[config.mk]
export PLATFORM = sky130hd
export DESIGN_NAME = alarm_matrix
export DESIGN_NICKNAME = d
export VERILOG_FILES = /design/src/logic/alarm_matrix_pkg.sv /design/src/logic/alarm_matrix.sv /design/src/logic/fault_sync.sv
export VERILOG_INCLUDE_DIRS = /design/src /design/src/logic
export SDC_FILE = /design/constraint.sdc
export NUM_CORES = 1
export LEC_CHECK = 0
export BUFFER_PORTS_ARGS = -buffer_cell sky130_fd_sc_hd__buf_2
export CAP_MARGIN = 20
export CELL_PAD_IN_SITES_DETAIL_PLACEMENT = 0
export CELL_PAD_IN_SITES_GLOBAL_PLACEMENT = 1
export CORE_MARGIN = 4
export CORE_UTILIZATION = 38
export DETAILED_ROUTE_END_ITERATION = 16
export HOLD_SLACK_MARGIN = 0.12
export PLACE_DENSITY = 0.92
export SLEW_MARGIN = 20
export SYNTH_ARGS = -nofsm -noshare
export SYNTH_HDL_FRONTEND = slang
export SYNTH_SLANG_ARGS = --single-unit
[constraint.sdc]
create_clock -name clk_i -period 1.7 [get_ports clk_i]
set_clock_uncertainty 0.05 [all_clocks]
set_input_delay 0.255 -clock clk_i [delete_from_list [all_inputs] [get_ports clk_i]]
set_output_delay 0.255 -clock clk_i [all_outputs]
set_load 0.1 [all_outputs]
[src/logic/alarm_matrix_defines.svh]
// Purpose: constants for the modem alarm and fault matrix block
// Assumes: 25 MHz system clock, word-wide register port
// Notes:   fault positions index the live, latched and mask vectors
`ifndef ALARM_MATRIX_DEFINES_SVH
`define ALARM_MATRIX_DEFINES_SVH

// vector widths
`define FAULT_W          10
`define OUT_W            14
`define ADDR_W           8
`define DATA_W           32

// fault positions, receive group
`define F_CARRIER_ABSENT 0
`define F_IF_SYNTH_LOSS  1
`define F_OVERSAMP_LOSS  2
`define F_AIS_RECEIVED   3
`define F_GAIN_LOW       4
`define F_DEMUX_LOSS     5
// fault positions, transmit and common groups
`define F_TX_HW          6
`define F_TX_EXT         7
`define F_COM_HW         8
`define F_COM_EXT        9

// register byte addresses
`define ADDR_LIVE        8'h00
`define ADDR_LATCHED     8'h04
`define ADDR_MASK        8'h08
`define ADDR_CLEAR       8'h0c
`define ADDR_OUTPUTS     8'h10

// reset values
`define MASK_RESET       10'h000
`define LATCH_RESET      10'h000

`endif

[src/logic/alarm_matrix_pkg.sv]
// Purpose: types shared by the alarm matrix files
// Assumes: alarm_matrix_defines.svh gives the widths
// Notes:   one packed struct carries all state of the top module
`include "alarm_matrix_defines.svh"

package alarm_matrix_pkg;

	// complete register state of the matrix
	typedef struct packed {
		logic [`FAULT_W-1:0] mask;
		logic [`FAULT_W-1:0] latched;
		logic [`DATA_W-1:0]  rd_data;
		logic [`OUT_W-1:0]   outs;
	} matrix_state_t;

	// state of the input synchroniser
	typedef struct packed {
		logic [`FAULT_W-1:0] stage1;
		logic [`FAULT_W-1:0] stage2;
	} sync_state_t;

endpackage

[src/logic/alarm_matrix.sv]
// Purpose: receive, transmit and common alarm matrix with masks and latches
// Assumes: detector inputs are pin levels, active high when the fault is present
// Notes:   all outputs come from flip-flops; registers over a plain strobe port
//
// The placing of the registers and the address-and-strobe port were decided locally.
`timescale 1ns/100ps
`include "alarm_matrix_defines.svh"

module alarm_matrix
	import alarm_matrix_pkg::*;
(
	input  wire logic               clk_i,
	input  wire logic               reset_i,
	// receive fault detectors
	input  wire logic               carrier_absent_i,
	input  wire logic               rx_if_synth_lock_loss_i,
	input  wire logic               rx_oversample_lock_loss_i,
	input  wire logic               rx_alarm_indication_received_i,
	input  wire logic               rx_gain_level_low_i,
	input  wire logic               demultiplexer_lock_loss_i,
	// transmit and common fault detectors
	input  wire logic               tx_hw_fault_i,
	input  wire logic               tx_ext_fault_i,
	input  wire logic               common_hw_fault_i,
	input  wire logic               common_ext_fault_i,
	// register port
	input  wire logic [`ADDR_W-1:0] addr_i,
	input  wire logic [`DATA_W-1:0] wr_data_i,
	input  wire logic               wr_i,
	input  wire logic               rd_i,
	output logic      [`DATA_W-1:0] rd_data_o,
	// receive actions
	output logic                    rx_major_led_o,
	output logic                    rx_minor_led_o,
	output logic                    rx_ais_insert_o,
	output logic                    demod_fault_contact_o,
	output logic                    demod_fault_oc_output_o,
	output logic                    far_end_alarm_out_o,
	// transmit actions
	output logic                    tx_major_led_o,
	output logic                    tx_minor_led_o,
	output logic                    tx_if_off_o,
	output logic                    mod_fault_contact_o,
	output logic                    mod_fault_oc_output_o,
	// common actions
	output logic                    common_fault_contact_o,
	output logic                    switch_common_fault_contact_o,
	output logic                    minor_alarm_contact_o
);

	// output vector positions
	localparam int O_RX_MAJOR  = 0;
	localparam int O_RX_MINOR  = 1;
	localparam int O_RX_AIS    = 2;
	localparam int O_DEMOD_REL = 3;
	localparam int O_DEMOD_OC  = 4;
	localparam int O_FAR_END   = 5;
	localparam int O_TX_MAJOR  = 6;
	localparam int O_TX_MINOR  = 7;
	localparam int O_TX_IF_OFF = 8;
	localparam int O_MOD_REL   = 9;
	localparam int O_MOD_OC    = 10;
	localparam int O_COM_REL   = 11;
	localparam int O_SW_COM    = 12;
	localparam int O_MINOR_REL = 13;

	matrix_state_t       state_q;
	matrix_state_t       state_d;
	logic [`FAULT_W-1:0] fault_raw;
	logic [`FAULT_W-1:0] fault_s;
	logic [`FAULT_W-1:0] fault_q;
	logic                rx_major_raw;
	logic                rx_minor_raw;
	logic                rx_any_raw;
	logic                rx_major_act;
	logic                rx_minor_act;
	logic                demod_rel_act;
	logic                demod_oc_act;
	logic                tx_major_act;
	logic                tx_minor_act;
	logic                com_major_act;
	logic                com_minor_act;
	logic [`OUT_W-1:0]   outs_next;
	logic                wr_mask;
	logic                wr_clear;

	// gather the detector pins into one vector
	always_comb begin
		fault_raw                    = '0;
		fault_raw[`F_CARRIER_ABSENT] = carrier_absent_i;
		fault_raw[`F_IF_SYNTH_LOSS]  = rx_if_synth_lock_loss_i;
		fault_raw[`F_OVERSAMP_LOSS]  = rx_oversample_lock_loss_i;
		fault_raw[`F_AIS_RECEIVED]   = rx_alarm_indication_received_i;
		fault_raw[`F_GAIN_LOW]       = rx_gain_level_low_i;
		fault_raw[`F_DEMUX_LOSS]     = demultiplexer_lock_loss_i;
		fault_raw[`F_TX_HW]          = tx_hw_fault_i;
		fault_raw[`F_TX_EXT]         = tx_ext_fault_i;
		fault_raw[`F_COM_HW]         = common_hw_fault_i;
		fault_raw[`F_COM_EXT]        = common_ext_fault_i;
	end

	// detector levels cross into the clock domain
	fault_sync u_sync (
		.clk_i   (clk_i),
		.reset_i (reset_i),
		.async_i (fault_raw),
		.sync_o  (fault_s)
	);

	// masked view of each fault
	assign fault_q = fault_s & ~state_q.mask;

	// receive group, unmasked raw classes feed AIS and far end
	always_comb begin
		rx_major_raw = fault_s[`F_IF_SYNTH_LOSS]
			| fault_s[`F_OVERSAMP_LOSS];
		rx_minor_raw = fault_s[`F_CARRIER_ABSENT]
			| fault_s[`F_AIS_RECEIVED]
			| fault_s[`F_GAIN_LOW]
			| fault_s[`F_DEMUX_LOSS];
		rx_any_raw   = rx_major_raw | rx_minor_raw;
	end

	// receive group, masked terms for LEDs, relay and OC output
	always_comb begin
		rx_major_act  = fault_q[`F_IF_SYNTH_LOSS]
			| fault_q[`F_OVERSAMP_LOSS];
		rx_minor_act  = fault_q[`F_CARRIER_ABSENT]
			| fault_q[`F_AIS_RECEIVED]
			| fault_q[`F_GAIN_LOW]
			| fault_q[`F_DEMUX_LOSS];
		demod_rel_act = fault_q[`F_DEMUX_LOSS]
			| fault_q[`F_IF_SYNTH_LOSS]
			| fault_q[`F_OVERSAMP_LOSS];
		demod_oc_act  = fault_q[`F_CARRIER_ABSENT]
			| fault_q[`F_IF_SYNTH_LOSS]
			| fault_q[`F_OVERSAMP_LOSS]
			| fault_q[`F_GAIN_LOW]
			| fault_q[`F_DEMUX_LOSS];
	end

	// transmit group, fed only by transmit faults
	always_comb begin
		tx_major_act = fault_q[`F_TX_HW];
		tx_minor_act = fault_q[`F_TX_EXT];
	end

	// common group, belongs to neither path alone
	always_comb begin
		com_major_act = fault_q[`F_COM_HW];
		com_minor_act = fault_q[`F_COM_EXT];
	end

	// map the classes onto the action vector
	always_comb begin
		outs_next              = '0;
		outs_next[O_RX_MAJOR]  = rx_major_act;
		outs_next[O_RX_MINOR]  = rx_minor_act;
		outs_next[O_RX_AIS]    = rx_any_raw;
		outs_next[O_DEMOD_REL] = demod_rel_act;
		outs_next[O_DEMOD_OC]  = demod_oc_act;
		outs_next[O_FAR_END]   = rx_any_raw;
		outs_next[O_TX_MAJOR]  = tx_major_act;
		outs_next[O_TX_MINOR]  = tx_minor_act;
		outs_next[O_TX_IF_OFF] = tx_major_act;
		outs_next[O_MOD_REL]   = tx_major_act;
		outs_next[O_MOD_OC]    = tx_major_act | tx_minor_act;
		outs_next[O_COM_REL]   = com_major_act;
		outs_next[O_SW_COM]    = com_major_act;
		outs_next[O_MINOR_REL] = com_minor_act | tx_minor_act | rx_minor_act;
	end

	// register write decode
	always_comb begin
		wr_mask  = wr_i && (addr_i == `ADDR_MASK);
		wr_clear = wr_i && (addr_i == `ADDR_CLEAR);
	end

	// next state of the whole block
	always_comb begin
		state_d      = state_q;
		state_d.outs = outs_next;
		// mask register takes the low bits of a write
		if (wr_mask) begin
			state_d.mask = wr_data_i[`FAULT_W-1:0];
		end
		// latch clear empties all bits, present faults set again
		if (wr_clear) begin
			state_d.latched = fault_s;
		end else begin
			state_d.latched = state_q.latched | fault_s;
		end
		// read data stand one cycle after the read strobe
		state_d.rd_data = '0;
		if (rd_i) begin
			unique case (addr_i)
				`ADDR_LIVE: begin
					state_d.rd_data = {{(`DATA_W-`FAULT_W){1'b0}}, fault_s};
				end
				`ADDR_LATCHED: begin
					state_d.rd_data = {{(`DATA_W-`FAULT_W){1'b0}}, state_q.latched};
				end
				`ADDR_MASK: begin
					state_d.rd_data = {{(`DATA_W-`FAULT_W){1'b0}}, state_q.mask};
				end
				`ADDR_OUTPUTS: begin
					state_d.rd_data = {{(`DATA_W-`OUT_W){1'b0}}, state_q.outs};
				end
				default: begin
					state_d.rd_data = '0;
				end
			endcase
		end
	end

	// register the block state
	always_ff @(posedge clk_i) begin
		if (reset_i) begin
			state_q.mask    <= `MASK_RESET;
			state_q.latched <= `LATCH_RESET;
			state_q.rd_data <= '0;
			state_q.outs    <= '0;
		end else begin
			state_q <= state_d;
		end
	end

	// ports driven straight from the state flops
	assign rd_data_o                     = state_q.rd_data;
	assign rx_major_led_o                = state_q.outs[O_RX_MAJOR];
	assign rx_minor_led_o                = state_q.outs[O_RX_MINOR];
	assign rx_ais_insert_o               = state_q.outs[O_RX_AIS];
	assign demod_fault_contact_o         = state_q.outs[O_DEMOD_REL];
	assign demod_fault_oc_output_o       = state_q.outs[O_DEMOD_OC];
	assign far_end_alarm_out_o           = state_q.outs[O_FAR_END];
	assign tx_major_led_o                = state_q.outs[O_TX_MAJOR];
	assign tx_minor_led_o                = state_q.outs[O_TX_MINOR];
	assign tx_if_off_o                   = state_q.outs[O_TX_IF_OFF];
	assign mod_fault_contact_o           = state_q.outs[O_MOD_REL];
	assign mod_fault_oc_output_o         = state_q.outs[O_MOD_OC];
	assign common_fault_contact_o        = state_q.outs[O_COM_REL];
	assign switch_common_fault_contact_o = state_q.outs[O_SW_COM];
	assign minor_alarm_contact_o         = state_q.outs[O_MINOR_REL];

endmodule

[src/logic/fault_sync.sv]
// Purpose: two-stage synchroniser for the fault detector pins
// Assumes: detector levels are asynchronous to clk_i
// Notes:   stage1 feeds only stage2
`timescale 1ns/100ps
`include "alarm_matrix_defines.svh"

module fault_sync
	import alarm_matrix_pkg::*;
(
	input  wire logic                clk_i,
	input  wire logic                reset_i,
	input  wire logic [`FAULT_W-1:0] async_i,
	output logic      [`FAULT_W-1:0] sync_o
);

	sync_state_t state_q;
	sync_state_t state_d;

	// shift the pin levels through two stages
	always_comb begin
		state_d        = state_q;
		state_d.stage1 = async_i;
		state_d.stage2 = state_q.stage1;
	end

	// register the synchroniser state
	always_ff @(posedge clk_i) begin
		if (reset_i) begin
			state_q <= '0;
		end else begin
			state_q <= state_d;
		end
	end

	assign sync_o = state_q.stage2;

endmodule

# Word level (Yosys, flattened, before mapping)
# Cells that the tools add are included.
# op_classes
n_bitwise,22
reduce_logical,4
eq_ne,4
n_mux,2
# op_table
op,n
$pmux 14 s4,1
$or 1x1->1,18
$eq 8x4->1 const B,2
$and 10x10->10,1
$mux 10,1
$not 10->10,1
$or 10x10->10,1
$eq 8x3->1 const B,1
$eq 8x5->1 const B,1
$logic_not 8->1,1
$logic_and 1x1->1,2
$reduce_or 2->1,1
$not 1->1,1
# word_totals
register_bits,86
wordCells,38
output_inout_bits,46

# Depth between registers and ports, before layout
# logic_depth
depth_word,6
depth_mapped,6

# By module
# A second synthesis with hierarchy kept.
# hier_totals
hier_cells,257
hier_area_um2,2611.3
# by_module_without_submodules
mod,n_inst,area_per_inst_um2,cells_each
alarm_matrix,1,1993.2,215
fault_sync,1,618.1,42

# Worst setup path before layout
# OpenSTA, ideal clock, no wires.
# synth_path
path_kind,reg-to-output
startpoint,register mod_fault_contact_o (netlist name)
endpoint,output tx_if_off_o
setup_slack_ps,-30
t_required_ps,1395
arrival_time_ps,1425
path_stages_with_launch,2
n_path_buf,1
path_cell_list,dfxtp_1 -> buf_4
# synth_rtl
item,line,source
end: declaration,alarm_matrix.sv:42,"output logic tx_if_off_o,"

==> impl_metrics.env <==
export IMPL_status="complete, no violations"
export IMPL_cpLargestDelayFamily="buffers and inverters"
export IMPL_grt_max_degree=30
export IMPL_overflow=0
export IMPL_yosysMostFrequentCell="dfxtp_1"
export IMPL_p_int_uw=2250
export IMPL_ys_seq_area_frac=0.494
export IMPL_synthTopCellsByArea="dfxtp_1 (49%), buf_4 (11%), mux2i_1 (7.8%), nor2b_1 (5.4%), nor2_1 (5.3%)"
export IMPL_vias=1887
export IMPL_pwr_share_comb=0.172
export IMPL_synth_warnings=0
export IMPL_synthMuxAreaShare=0.0784
export IMPL_die_w_um=90.0
export IMPL_synth_edff_count=0
export IMPL_nNetsFinal=390
export IMPL_multi_input_comb_area_um2=978
export IMPL_whs_ns=0.361
export IMPL_synthFlopType="dfxtp_1"
export IMPL_fmax_ghz=0.661
export IMPL_num_rows=29
export IMPL_yosys_area_top_type="dfxtp_1"
export IMPL_critPathArrivalTime_ns=1.21
export IMPL_total_power_uw=3200
export IMPL_leakage_uw=0.00147
export IMPL_nFillCells=622
export IMPL_rsz0062_at_grt="false"
export IMPL_route_detailed_drc=0
export IMPL_hpwl_um=3790
export IMPL_synth_top_cell_area_share=0.494
export IMPL_cp_required_ns=1.39
export IMPL_p_switching_uw=951
export IMPL_drive_gt1_frac=0.263
export IMPL_cp_num_buf_inv=1
export IMPL_clk_pin_slew_worst_paths_ns=0.06
export IMPL_avgSynthCellArea_um2=9.61
export IMPL_wire_per_inst_um=12.5
export IMPL_syn_to_final_growth_pct=22.1
export IMPL_hold_class="input port to flip-flop"
export IMPL_finalCritPeriodShare=0.890
export IMPL_finalSetupTns_ns=0
export IMPL_crit_type="flip-flop to output pin"
export IMPL_cap_violations=0
export IMPL_drt_iter0_markers=88
export IMPL_cts_tree="done"
export IMPL_synthCells=266
export IMPL_mappedNetlistArea_um2=2550
export IMPL_cp_end_kind="output pin"
export IMPL_final_core_util=0.486
export IMPL_cts_buffers=9
export IMPL_synth_simple_area_share=0.177
export IMPL_first_global_vias=1947
export IMPL_synthArstFlopShare=0
export IMPL_hold_violations=0
export IMPL_fp_dieH_um=90.0
export IMPL_finalSetupViolations=0
export IMPL_rrSetupSlack_ns=0.54
export IMPL_synth_xor_area_share=0
export IMPL_synth_compound_area_frac=0.101
export IMPL_clock_latency_ns=0.33
export IMPL_die_area_um2=8100
export IMPL_start_kind="flip-flop"
export IMPL_place_congestion=0.802
export IMPL_max_stage_delay_ns=0.46
export IMPL_vdd_drop_max_mv=0.479
export IMPL_synth_cell_types=31
export IMPL_grt_first_pass_wirelength_um=9030
export IMPL_crit_chain="buf_2"
export IMPL_switching_share=0.297
export IMPL_seq_area_um2=1260
export IMPL_synth_seq_cells=63
export IMPL_dr_pass1_iters=4
export IMPL_ctsResizeCount=0
export IMPL_io_pins=100
export IMPL_antenna_found_initial=0
export IMPL_crit_fanout=4
export IMPL_start_util=0.398
export IMPL_clock_sinks=63
export IMPL_groute_usage_overall=0.140
export IMPL_cts_root_buf="clkbuf_8"
export IMPL_netlist_top_cells_count="dfxtp_1 (63), buf_4 (36), nor2_1 (36)"
export IMPL_seqPwrFrac=0.486
export IMPL_port_buffers=59
export IMPL_clock_tree_buffer_depth=2
export IMPL_coreArea_um2=6420
export IMPL_wl_um=5200
export IMPL_finalMaxSlewViolations=0
export IMPL_synth_top_family_by_area="simple AND/OR/NAND/NOR gates"
export IMPL_clkPwrFrac=0.343
export IMPL_diodes=0
export IMPL_postRouteAntennaNets=0
export IMPL_fin_crit_ns=1.51
export IMPL_vias_per_cell=4.54
export IMPL_power_density_nw_per_um2=1030
export IMPL_cp_slowest_cell="buf_2"
export IMPL_synth_fa_ha_area_frac=0
export IMPL_cts_setup_buffers=0
export IMPL_h_tree_depth=3
==> power by group through the flow <==
| stage | Sequential [µW] | Clock (µW) | Combinational (µW) |
|---|---|---|---|
| after floorplan | 1680 | 0 | 366 |
| after global placement | 1580 | 0 | 512 |
| after detailed placement | 1590 | 0 | 516 |
| after CTS | 1550 | 1130 | 552 |
| after global routing | 1560 | 1200 | 582 |
| final | 1560 | 1100 | 550 |
==> per-stage QoR <==
stage	cell area, µm²	setup slack, ns	std cells
final	3120	0.187	416
after global routing	3120	0.126	416
after CTS	3120	0.168	416
after detailed placement	2760	0.166	382
after global placement	2760	0.207	382
after floorplan	2620	0.00512	283
==> area by class of cell <==
cell class	instances	share of cell area
Sequential cell	63	0.405
Multi-Input combinational cell	162	0.314
Timing Repair Buffer	91	0.188
Clock buffer	13	0.0509
Tap cell	77	0.0309
Inverter	9	0.0108
Clock inverter	1	0.00160
==> state kept, by name, indices dropped and copies added, names as in the netlist, 10 cells and up <==
register        count
state_q            20
rd_data_o          13
u_sync.sync_o      10
u_sync.state_d     10
==> final timing paths <==
| path | startpoint | endpoint | depth (start not counted) |
|---|---|---|---|
| setup / recovery | far_end_alarm_out_o | rx_ais_insert_o | 1 |
| hold reg to reg | mod_fault_oc_output_o | rd_data_o[10] | 2 |
| hold / removal | reset_i | state_q[46] | 3 |
| setup reg to reg | state_q[61] | minor_alarm_contact_o | 4 |
==> cells by family after synthesis <==
family,after synthesis
flip-flops,63
other,1
multiplexers,20
buffers and inverters,58
AND/OR/NAND/NOR,85
AO/OA/AOI/OAI,39
==> worst reg2reg max path, delay by kind of cell, from the launching register on <==
| family | cells | cell delay, ns |
|---|---|---|
| DFF | 1 | 0.36 |
| and+or+nand+nor | 1 | 0.14 |
| AOI/OAI and AO/OA | 3 | 0.48 |
==> what timing repair did <==
item                                   in CTS  in global routing
endpoints found under the hold margin      20                  0
setup endpoints to repair                   0                  0
hold buffers                               20                  0
==> layer usage <==
metal  GRT usage  part of all wire
met1       0.163              0.44
met3      0.0417             0.070
met5           0                 0
met2       0.221              0.46
met4      0.0944             0.026
==> cell usage in the layout (no fill, tap or decap), drive strengths merged, types with 2 or more instances in the layout <==
cell and count:
a211oi 16, a21oi 14, a31oi 2, buf 71
clkbuf 13, conb 18, dfxtp 63, dlygate4sd3 20
inv 9, mux2i 20, nand2 8, nand2b 6
nand3 3, nor2 36, nor2b 22, nor3b 2
o21ai 2, o2bb2ai 2
Note: power is estimated with default switching activity, not from simulation.
